**config.mk**
```make
export PLATFORM = sky130hd
export DESIGN_NAME = byte_wide_io_ports
export DESIGN_NICKNAME = d
export VERILOG_FILES = /design/src/logic/gpio_ports_pkg.sv /design/src/logic/byte_wide_io_ports.sv
export SDC_FILE = /design/constraint.sdc
export NUM_CORES = 1
export LEC_CHECK = 0
export BUFFER_PORTS_ARGS = -buffer_cell sky130_fd_sc_hd__buf_2
export CORE_MARGIN = 3
export CORE_UTILIZATION = 30
export DETAILED_ROUTE_END_ITERATION = 12
export HOLD_SLACK_MARGIN = 0.08
export PLACE_DENSITY = 0.55
export SLEW_MARGIN = 10
export SYNTH_ARGS = -nofsm -noshare
export SYNTH_HDL_FRONTEND = slang
export SYNTH_SLANG_ARGS = --single-unit
```
**constraint.sdc**
```tcl
create_clock -name clock -period 1.3 [get_ports clock]
set_clock_uncertainty 0.15 [all_clocks]
set_input_delay 0.13 -clock clock [delete_from_list [all_inputs] [get_ports clock]]
set_output_delay 0.13 -clock clock [all_outputs]
set_load 0.02 [all_outputs]
```
**src/logic/gpio_ports_pkg.sv**
```systemverilog
package gpio_ports_pkg;
    // printed offsets are not multiples of four: they are indices, byte address = 4 * index
    localparam logic [2:0] port_a_data_idx = 3'h0;
    localparam logic [2:0] port_a_direction_idx = 3'h1;
    localparam logic [2:0] port_b_data_idx = 3'h2;
    localparam logic [2:0] port_b_direction_idx = 3'h3;
    localparam logic [2:0] port_c_data_idx = 3'h4;
    localparam logic [2:0] port_c_direction_idx = 3'h5;
    localparam logic [2:0] misc_control_idx = 3'h6;
    localparam logic [2:0] ext_irq_enable_idx = 3'h7;
    localparam logic [7:0] port_reset_value = 8'h00;
    localparam logic [2:0] port_c_reset_value = 3'h0;
    localparam logic [7:0] port_c_mask = 8'h07;
    localparam int usb_sel_bit = 1;
    localparam int irq_first_pin = 5;
    localparam int port_c_usb_pin = 2;
    localparam logic [1:0] htrans_nonseq = 2'b10;
    localparam logic [2:0] hsize_word = 3'b010;
endpackage : gpio_ports_pkg

```
**src/logic/byte_wide_io_ports.sv**
```systemverilog
// Chosen here: the AHB-Lite slave port.
`timescale 1ns/1ps
// Summary of operation
// - data writes always update the output latch, even for input pins.
// - data reads give latch for output bits, sampled pin for inputs.
// - open-drain output bits read back the sampled pin level.
// - port C implements bits 2..0 only; upper bits read zero, writes ignored.
// - direction bit 0 means input, 1 means output; software read/write.
// - reset clears all data and direction registers; all pins inputs.
// - port B pins 5..7 drive external interrupt lines six..eight when enabled.
// - usb select set makes port C pin 2 output the usb transmit indication.
module byte_wide_io_ports
    import gpio_ports_pkg::*;
#(
    parameter logic [7:0] open_drain_a = 8'h00,
    parameter logic [7:0] open_drain_b = 8'h00,
    parameter logic [2:0] open_drain_c = 3'h0
) (
    // clock and reset
    input wire logic clock,
    input wire logic reset,
    // ahb-lite slave
    input wire logic hsel,
    input wire logic [31:0] haddr,
    input wire logic [1:0] htrans,
    input wire logic hwrite,
    input wire logic [2:0] hsize,
    input wire logic [31:0] hwdata,
    input wire logic hready,
    output logic [31:0] hrdata,
    output logic hreadyout,
    output logic hresp,
    // port pins
    input wire logic [7:0] port_a_in,
    output logic [7:0] port_a_out,
    output logic [7:0] port_a_oe_n,
    input wire logic [7:0] port_b_in,
    output logic [7:0] port_b_out,
    output logic [7:0] port_b_oe_n,
    input wire logic [2:0] port_c_in,
    output logic [2:0] port_c_out,
    output logic [2:0] port_c_oe_n,
    // alternate functions
    input wire logic usb_transmitting,
    output logic ext_irq_line_six,
    output logic ext_irq_line_seven,
    output logic ext_irq_line_eight
);
    logic [7:0] a_data_reg, a_data_next, a_dir_reg, a_dir_next;
    logic [7:0] b_data_reg, b_data_next, b_dir_reg, b_dir_next;
    logic [2:0] c_data_reg, c_data_next, c_dir_reg, c_dir_next;
    logic [7:0] misc_control_reg, misc_control_next;
    logic [7:0] ext_irq_enable_reg, ext_irq_enable_next;
    logic wr_pend_reg, wr_pend_next;
    logic [2:0] wr_idx_reg, wr_idx_next;
    logic [31:0] hrdata_reg, hrdata_next;
    logic [7:0] a_oe_n_reg, a_oe_n_next, a_out_reg, a_out_next;
    logic [7:0] b_oe_n_reg, b_oe_n_next, b_out_reg, b_out_next;
    logic [2:0] c_oe_n_reg, c_oe_n_next, c_out_reg, c_out_next;
    logic [2:0] irq_reg, irq_next;
    logic usb_sync1_reg, usb_sync2_reg, usb_sync3_reg;
    logic [18:0] pin_s1_reg, pin_s2_reg, pin_s3_reg, pin_level_reg;
    logic [18:0] pin_level_next;
    logic usb_level_reg, usb_level_next;
    logic [7:0] a_read, b_read;
    logic [2:0] c_read;
    logic take;

    // pins pass three flops; a change counts once stages two and three agree
    always_ff @(posedge clock) begin
        if (reset) begin
            pin_s1_reg <= '0;
            pin_s2_reg <= '0;
            pin_s3_reg <= '0;
            usb_sync1_reg <= 1'b0;
            usb_sync2_reg <= 1'b0;
            usb_sync3_reg <= 1'b0;
        end else begin
            pin_s1_reg <= {port_c_in, port_b_in, port_a_in};
            pin_s2_reg <= pin_s1_reg;
            pin_s3_reg <= pin_s2_reg;
            usb_sync1_reg <= usb_transmitting;
            usb_sync2_reg <= usb_sync1_reg;
            usb_sync3_reg <= usb_sync2_reg;
        end
    end

    always_comb begin
        pin_level_next = pin_level_reg;
        for (int i = 0; i < 19; i++) begin
            if (pin_s2_reg[i] == pin_s3_reg[i]) begin
                pin_level_next[i] = pin_s2_reg[i];
            end
        end
        usb_level_next = usb_level_reg;
        if (usb_sync2_reg == usb_sync3_reg) begin
            usb_level_next = usb_sync2_reg;
        end
    end

    // readback mux: open-drain outputs show the pin, not the latch
    always_comb begin
        a_read = (a_dir_reg & ~open_drain_a & a_data_reg)
            | (~(a_dir_reg & ~open_drain_a) & pin_level_reg[7:0]);
        b_read = (b_dir_reg & ~open_drain_b & b_data_reg)
            | (~(b_dir_reg & ~open_drain_b) & pin_level_reg[15:8]);
        c_read = (c_dir_reg & ~open_drain_c & c_data_reg)
            | (~(c_dir_reg & ~open_drain_c) & pin_level_reg[18:16]);
    end

    assign take = hsel && hready && (htrans == htrans_nonseq);

    // zero wait states; write data lands one cycle after the address phase
    always_comb begin
        wr_pend_next = take && hwrite;
        wr_idx_next = haddr[4:2];
        hrdata_next = hrdata_reg;
        a_data_next = a_data_reg;
        a_dir_next = a_dir_reg;
        b_data_next = b_data_reg;
        b_dir_next = b_dir_reg;
        c_data_next = c_data_reg;
        c_dir_next = c_dir_reg;
        misc_control_next = misc_control_reg;
        ext_irq_enable_next = ext_irq_enable_reg;
        if (take && !hwrite) begin
            unique case (haddr[4:2])
                port_a_data_idx: hrdata_next = {24'h00_0000, a_read};
                port_a_direction_idx: hrdata_next = {24'h00_0000, a_dir_reg};
                port_b_data_idx: hrdata_next = {24'h00_0000, b_read};
                port_b_direction_idx: hrdata_next = {24'h00_0000, b_dir_reg};
                port_c_data_idx: hrdata_next = {29'h0000_0000, c_read};
                port_c_direction_idx: hrdata_next = {29'h0000_0000, c_dir_reg};
                misc_control_idx: hrdata_next = {24'h00_0000, misc_control_reg};
                ext_irq_enable_idx: hrdata_next = {24'h00_0000, ext_irq_enable_reg};
            endcase
        end
        if (haddr[31:5] != 27'h000_0000 && take) begin
            hrdata_next = 32'h0000_0000;
            wr_pend_next = 1'b0;
        end
        if (wr_pend_reg) begin
            unique case (wr_idx_reg)
                port_a_data_idx: a_data_next = hwdata[7:0];
                port_a_direction_idx: a_dir_next = hwdata[7:0];
                port_b_data_idx: b_data_next = hwdata[7:0];
                port_b_direction_idx: b_dir_next = hwdata[7:0];
                port_c_data_idx: c_data_next = hwdata[2:0];
                port_c_direction_idx: c_dir_next = hwdata[2:0];
                misc_control_idx: misc_control_next = hwdata[7:0] & 8'h07;
                ext_irq_enable_idx: ext_irq_enable_next = hwdata[7:0];
            endcase
        end
    end

    // pin drivers and interrupt feeds, all registered
    always_comb begin
        a_out_next = a_data_reg;
        a_oe_n_next = ~a_dir_reg;
        b_out_next = b_data_reg;
        b_oe_n_next = ~b_dir_reg;
        for (int i = 0; i < 8; i++) begin
            // open drain only pulls low
            if (open_drain_a[i]) begin
                a_out_next[i] = 1'b0;
                a_oe_n_next[i] = ~(a_dir_reg[i] & ~a_data_reg[i]);
            end
            if (open_drain_b[i]) begin
                b_out_next[i] = 1'b0;
                b_oe_n_next[i] = ~(b_dir_reg[i] & ~b_data_reg[i]);
            end
        end
        c_out_next = c_data_reg;
        c_oe_n_next = ~c_dir_reg;
        for (int i = 0; i < 3; i++) begin
            if (open_drain_c[i]) begin
                c_out_next[i] = 1'b0;
                c_oe_n_next[i] = ~(c_dir_reg[i] & ~c_data_reg[i]);
            end
        end
        if (misc_control_reg[usb_sel_bit]) begin
            c_out_next[port_c_usb_pin] = usb_level_reg;
            c_oe_n_next[port_c_usb_pin] = 1'b0;
        end
        for (int i = 0; i < 3; i++) begin
            irq_next[i] = ext_irq_enable_reg[irq_first_pin + i]
                & pin_level_reg[8 + irq_first_pin + i];
        end
    end

    always_ff @(posedge clock) begin
        if (reset) begin
            a_data_reg <= port_reset_value;
            a_dir_reg <= port_reset_value;
            b_data_reg <= port_reset_value;
            b_dir_reg <= port_reset_value;
            c_data_reg <= port_c_reset_value;
            c_dir_reg <= port_c_reset_value;
            misc_control_reg <= port_reset_value;
            ext_irq_enable_reg <= port_reset_value;
            wr_pend_reg <= 1'b0;
            wr_idx_reg <= 3'h0;
            hrdata_reg <= 32'h0000_0000;
            a_out_reg <= port_reset_value;
            a_oe_n_reg <= 8'hff;
            b_out_reg <= port_reset_value;
            b_oe_n_reg <= 8'hff;
            c_out_reg <= port_c_reset_value;
            c_oe_n_reg <= 3'h7;
            irq_reg <= 3'h0;
            pin_level_reg <= '0;
            usb_level_reg <= 1'b0;
        end else begin
            a_data_reg <= a_data_next;
            a_dir_reg <= a_dir_next;
            b_data_reg <= b_data_next;
            b_dir_reg <= b_dir_next;
            c_data_reg <= c_data_next;
            c_dir_reg <= c_dir_next;
            misc_control_reg <= misc_control_next;
            ext_irq_enable_reg <= ext_irq_enable_next;
            wr_pend_reg <= wr_pend_next;
            wr_idx_reg <= wr_idx_next;
            hrdata_reg <= hrdata_next;
            a_out_reg <= a_out_next;
            a_oe_n_reg <= a_oe_n_next;
            b_out_reg <= b_out_next;
            b_oe_n_reg <= b_oe_n_next;
            c_out_reg <= c_out_next;
            c_oe_n_reg <= c_oe_n_next;
            irq_reg <= irq_next;
            pin_level_reg <= pin_level_next;
            usb_level_reg <= usb_level_next;
        end
    end

    assign hrdata = hrdata_reg;
    assign hreadyout = 1'b1;
    assign hresp = 1'b0;
    assign port_a_out = a_out_reg;
    assign port_a_oe_n = a_oe_n_reg;
    assign port_b_out = b_out_reg;
    assign port_b_oe_n = b_oe_n_reg;
    assign port_c_out = c_out_reg;
    assign port_c_oe_n = c_oe_n_reg;
    assign ext_irq_line_six = irq_reg[0];
    assign ext_irq_line_seven = irq_reg[1];
    assign ext_irq_line_eight = irq_reg[2];

    property p_write_latch;
        @(posedge clock) disable iff (reset)
        wr_pend_reg && wr_idx_reg == port_a_data_idx |=> a_data_reg == $past(hwdata[7:0]);
    endproperty
    a_write_latch: assert property (p_write_latch) else $error("port a latch missed write");

    property p_read_mux;
        @(posedge clock) disable iff (reset)
        take && !hwrite && haddr[31:2] == 30'h0000_0000
            |=> hrdata_reg[7:0] == $past(a_read) && hrdata_reg[31:8] == 24'h00_0000;
    endproperty
    a_read_mux: assert property (p_read_mux) else $error("port a readback wrong");

    property p_open_drain;
        @(posedge clock) disable iff (reset)
        1'b1 |-> ((a_read & open_drain_a) == (pin_level_reg[7:0] & open_drain_a));
    endproperty
    a_open_drain: assert property (p_open_drain) else $error("open drain readback wrong");

    property p_port_c_width;
        @(posedge clock) disable iff (reset)
        take && !hwrite && haddr[4:2] == port_c_data_idx && haddr[31:5] == 27'h000_0000
            |=> hrdata_reg[31:3] == 29'h0000_0000;
    endproperty
    a_port_c_width: assert property (p_port_c_width) else $error("port c upper bits set");

    property p_direction;
        @(posedge clock) disable iff (reset)
        ##1 (b_oe_n_reg & ~open_drain_b) == (~$past(b_dir_reg) & ~open_drain_b);
    endproperty
    a_direction: assert property (p_direction) else $error("direction not applied");

    property p_reset_clear;
        @(posedge clock) $past(reset) |-> a_dir_reg == 8'h00 && c_data_reg == 3'h0
            && b_dir_reg == 8'h00 && port_a_oe_n == 8'hff;
    endproperty
    a_reset_clear: assert property (p_reset_clear) else $error("reset did not clear");

    property p_irq_feed;
        @(posedge clock) disable iff (reset)
        !ext_irq_enable_reg[irq_first_pin] |=> !ext_irq_line_six;
    endproperty
    a_irq_feed: assert property (p_irq_feed) else $error("irq line high while disabled");

    property p_usb_pin;
        @(posedge clock) disable iff (reset)
        misc_control_reg[usb_sel_bit] |=> !port_c_oe_n[port_c_usb_pin]
            && port_c_out[port_c_usb_pin] == $past(usb_level_reg);
    endproperty
    a_usb_pin: assert property (p_usb_pin) else $error("usb indication not on pin");

    property p_always_ready;
        @(posedge clock) disable iff (reset)
        take |=> hreadyout && !hresp;
    endproperty
    a_always_ready: assert property (p_always_ready) else $error("slave stalled");
endmodule : byte_wide_io_ports

```
# Word-level counts from Yosys, hierarchy flattened
# Cells that the tools add are included.
# op_classes
add_sub_neg	0
multipliers	0
div	0
magnitude_cmp	0
n_eq_ne	35
n_shift	0
n_mux	3
bitwise_logic	15
reduce_logical	18
# ops
operator	n
$pmux W32 S8	1
$and A8 B8 Y8	4
$reduce_bool A27 Y1	1
$eq A3 B3 Y1 const B	8
$eq A1 B1 Y1	20
$not A8 Y8	2
$or A8 B8 Y8	2
$reduce_and A2 Y1	8
$eq A3 B2 Y1 const B	4
$and A3 B3 Y3	2
$eq A3 B1 Y1 const B	2
$logic_not A3 Y1	2
$logic_and A1 B1 Y1	5
$and A1 B1 Y1	3
$not A3 Y3	1
$or A3 B3 Y3	1
$eq A2 B2 Y1 const B	1
$mux W1	2
$reduce_or A2 Y1	1
$logic_not A1 Y1	1
# totals
register_bits	206
latchBits	0
ram_bits	0
romBits	0
out_inout_bits	75
wordCells	115
mem_count	0

# Longest topological paths before layout
# logic_depth
ltp_word	4
depth_mapped	6
ltp_nobuf	5

# Least setup slack after synthesis
# No wires, ideal clock.
# synth_path
path_kind	reg-to-reg
startpoint	register wr_idx_reg[2]
endpoint	register a_dir_reg[0]
setup_time_ns	0.128
t_arrival_ns	1.125
required_ns	1.022
slack_ns	-0.103
stages_incl_launch_ff	6
path_buffers	1
path_cell_list	dfxtp_1 -> nand2b_1 -> nor3b_1 -> buf_4 -> mux2i_1 -> nor2_1
# synth_via
elab_chain_cells	2
# synth_lines
item	line	text
start: declaration	byte_wide_io_ports.sv:55	logic [2:0] wr_idx_reg, wr_idx_next;
start signal: assignment	byte_wide_io_ports.sv:223	wr_idx_reg <= wr_idx_next;
$eq A3 B1 Y1	byte_wide_io_ports.sv:143	unique case (wr_idx_reg)
$reduce_and A2 Y1 (no line)	--	
end signal: assignment	byte_wide_io_ports.sv:194	a_dir_reg <= port_reset_value;
end signal: assignment	byte_wide_io_ports.sv:215	a_dir_reg <= a_dir_next;
end: declaration	byte_wide_io_ports.sv:49	logic [7:0] a_data_reg, a_data_next, a_dir_reg, a_dir_next;
# No other way between the ends.
# A chain may end at the register's enable or synchronous reset.

# Worst setup path after layout
# layout_path
startpoint	register wr_pend_reg
endpoint	register a_dir_reg[2]
# layout_via
elab_chain_cells	1
# layout_lines
item	line	text
start: declaration	byte_wide_io_ports.sv:54	logic wr_pend_reg, wr_pend_next;
start signal: assignment	byte_wide_io_ports.sv:222	wr_pend_reg <= wr_pend_next;
$reduce_and A2 Y1 (no line)	--	
# No other way between the ends.

==> out/qor.yml <==
status:
  status: "finished with violations"
  violations: "negative hold slack, negative setup slack"
synthesis:
  yosys_warnings: 0
  synthCells: 676
  synth_area_leaders: "dfxtp_1, nor2b_1, mux2i_1, nand2_1, a21oi_1"
  synth_edf_count: 0
  ys_types: 36
  ys_seq_elements: 182
  synth.avg_cell_area_sq_um: 9.55
  synth_ff_type: "dfxtp_1"
  async_flop_share_pct: 0
  yosysTopAreaCell: "dfxtp_1"
  yosys.area.top_type_share_pct: 56.5
  synthesis.area_sq_um: 6450
  seq_area_frac_synth_pct: 56.5
worst_setup_path:
  slowest_delay_ns: 0.39
  path_cells: "nand2b_4 > nor3b_4 > buf_12 > mux2i_1 > nor2_1"
  endpoint: "a_dir_reg[2]"
  critical_path_class: "flop to flop"
  cp.arrival_ns: 1.52
  worstRegToRegCells: 5
  worst_setup_path_end_kind: "flop"
  critPathSlowestCell: "dfxtp_4"
  r2r-end: "a_dir_reg[2]"
  r2r_start: "wr_pend_reg"
  required_ns: 1.45
  reg2reg_slack_ns: -0.08
  crit_start: "wr_pend_reg"
  critPathMaxFanout: 8
  cp-start-kind: "flop"
clock_tree:
  cts-buffers-inserted: 17
  clk_pin_slew_ns: 0.07
  clk_latency_ns: 0.43
  cts_buffer_depth: 2
  h-tree-depth: 4
  cts.sinks: 182
  cts_root_buffer: "clkbuf_16"
  cts_tree: "done"
  ctsHoldBuffers: 32
pwr:
  combPwrFrac_pct: 5.5
  switchingPower_w: 0.00259
  power.internal_w: 0.00857
  pwr-share-seq_pct: 50.9
  power_leakage_nw: 3.45
  finalPower_w: 0.0112
  pwr-share-clk_pct: 43.6
  power.density_nw_per_um2: 1270
  vdd.ir_drop.worst_mv: 0.633
  p_sw_share_pct: 23.2
sta:
  hold_viol_final: 1
  hold_slack_ns: -0.156
  slew_headroom_pct: 61.2
  period_share_pct: 106
  slew_viol_final: 0
  fmax_mhz: 726
  setup_ws_ns: -0.0766
  min_period_ns: 1.38
  setup_viol: 41
  rsz0062_at_grt: "true"
  worst_pin_slew_ns: 0.583
floorplanning:
  top_level_ports: 169
  die_x_um: 153
  row_count: 53
  fp.dieH_um: 153
  core_area_sq_um: 21100
  dieArea_sq_um: 23300
  initial_utilization_pct: 30.6
cells_and_area:
  area_growth_pct: 36.0
  diodes: 0
  layout_common_cells: "dfxtp_1, buf_2, nand2_1, nor2b_1, a21oi_1"
  final_cell_area_sq_um: 8770
  drive_gt1_share_pct: 29.4
  fillers: 2133
  regArea_sq_um: 3690
  final_cells: 1159
  finalNetCount: 968
  multi_input_area_sq_um: 2670
  final_common_cell: "dfxtp_1"
  final_core_util_pct: 41.6
grt:
  met1_usage_pct: 18.7
  grtUsageMet3_pct: 4.23
  grt_pass1_wl_um: 25100
  met2_usage_pct: 20.9
  grt_pass1_vias: 4714
  grt_start_max_net_pins: 116
  antenna_found_initial: 0
  top_usage_layer: "met2"
  grt_overflow: 0
  track_usage_pct: 13.7
place:
  dp.cells: 1096
  hpwlAfterDp_um: 11300
  place_congestion: 0.866
  io_buffers: 113
  dpl_cell_area_sq_um: 7720
routing:
  wl_um: 15900
  ant_nets: 0
  via_per_inst: 4.37
  drc: 0
  drt_iter0_drc: 258
  num_vias: 5060
  dr.pass1.iters: 4
  routedWlPerCell_um: 13.7
job:
  drv_cap: 0
hold_path:
  hp-class: "primary input to flop"
==> logic make-up (layout without fill, tap and decap cells) <==
| group | after synthesis | in the layout | share of synthesized area, % |
|---|---|---|---|
| AND/OR/NAND/NOR | 268 | 268 | 21.0 |
| buffers and inverters | 62 | 246 | 5.47 |
| other | 2 | 26 | 0.116 |
| flip-flops | 182 | 182 | 56.5 |
| AO/OA/AOI/OAI | 121 | 121 | 10.6 |
| multiplexers | 41 | 41 | 6.38 |
==> layer usage <==
| metal | up-vias | part of all wire (%) |
|---|---|---|
| li1 | 2589 | - |
| met1 | 2302 | 49 |
| met2 | 159 | 44 |
| met3 | 10 | 6.2 |
| met4 | 0 | 1.1 |
| met5 | - | 0 |
==> layout make-up <==
cell class                      instances  share of cell area (%)
Clock buffer                           18                    4.89
Sequential cell                       182                    42.1
Timing Repair Buffer                  217                    17.4
Tap cell                              275                    3.92
Multi-Input combinational cell        456                    30.4
Clock inverter                         11                    1.33
==> worst max-delay path, delay by kind of cell, from the launching register on <==
family                 cells  cell delay [ns]
and+or+nand+nor            3             0.33
buffers and inverters      1             0.17
muxes                      1             0.20
DFF                        1             0.39
==> synth_stat cells, types with 2 or more instances <==
library cell,n
nand2b_1,21
buf_2,9
a211o_1,4
nand2_1,104
o21ai_0,25
mux2i_1,40
buf_4,29
nor2b_1,84
o2bb2ai_1,7
a21oi_1,75
nor2_1,30
dfxtp_1,182
and2_1,2
nor4_1,8
nand4_1,2
conb_1,2
o21a_1,3
nor3b_1,2
nand3_1,5
nor3_1,3
clkbuf_1,23
nor3_2,2
==> per-stage QoR <==
stage	TNS (ns)	hold slack, ns	setup WS (ns)
6_report	-1.35	-0.156	-0.0766
3_3_place_gp	-6.09	0.191	-0.259
5_1_grt	-5.13	-0.145	-0.171
2_1_floorplan	-0.139	0.0909	-0.0187
4_1_cts	-1.36	-0.168	-0.0824
3_5_place_dp	-5.82	0.195	-0.271
==> worst min path at each step <==
stage / startpoint / to / cells after the start
6_report: haddr[23] / wr_pend_reg / 4
5_1_grt: haddr[23] / wr_pend_reg / 4
4_1_cts: haddr[23] / wr_pend_reg / 4
3_5_place_dp: port_b_in[0] / pin_s1_reg[8] / 2
3_3_place_gp: usb_transmitting / usb_sync1_reg / 2
2_1_floorplan: hwrite / wr_pend_reg / 2
==> power groups by stage <==
stage	Clock, W	Sequential [W]	Combinational (W)
5_1_grt	0.00525	0.00569	0.000672
4_1_cts	0.00500	0.00569	0.000608
2_1_floorplan	0	0.00581	0.000364
3_3_place_gp	0	0.00582	0.000524
6_report	0.00487	0.00568	0.000614
3_5_place_dp	0	0.00582	0.000526
==> repair_timing <==
| item | 4_1_cts | 5_1_grt |
|---|---|---|
| pin swaps | 8 | 15 |
| endpoints found under the setup margin | 56 | 61 |
| hold endpoints to repair | 75 | 1 |
| buffers inserted | 0 | 2 |
| resized for setup | 34 | 29 |
Power figures use the tool's default switching activity.
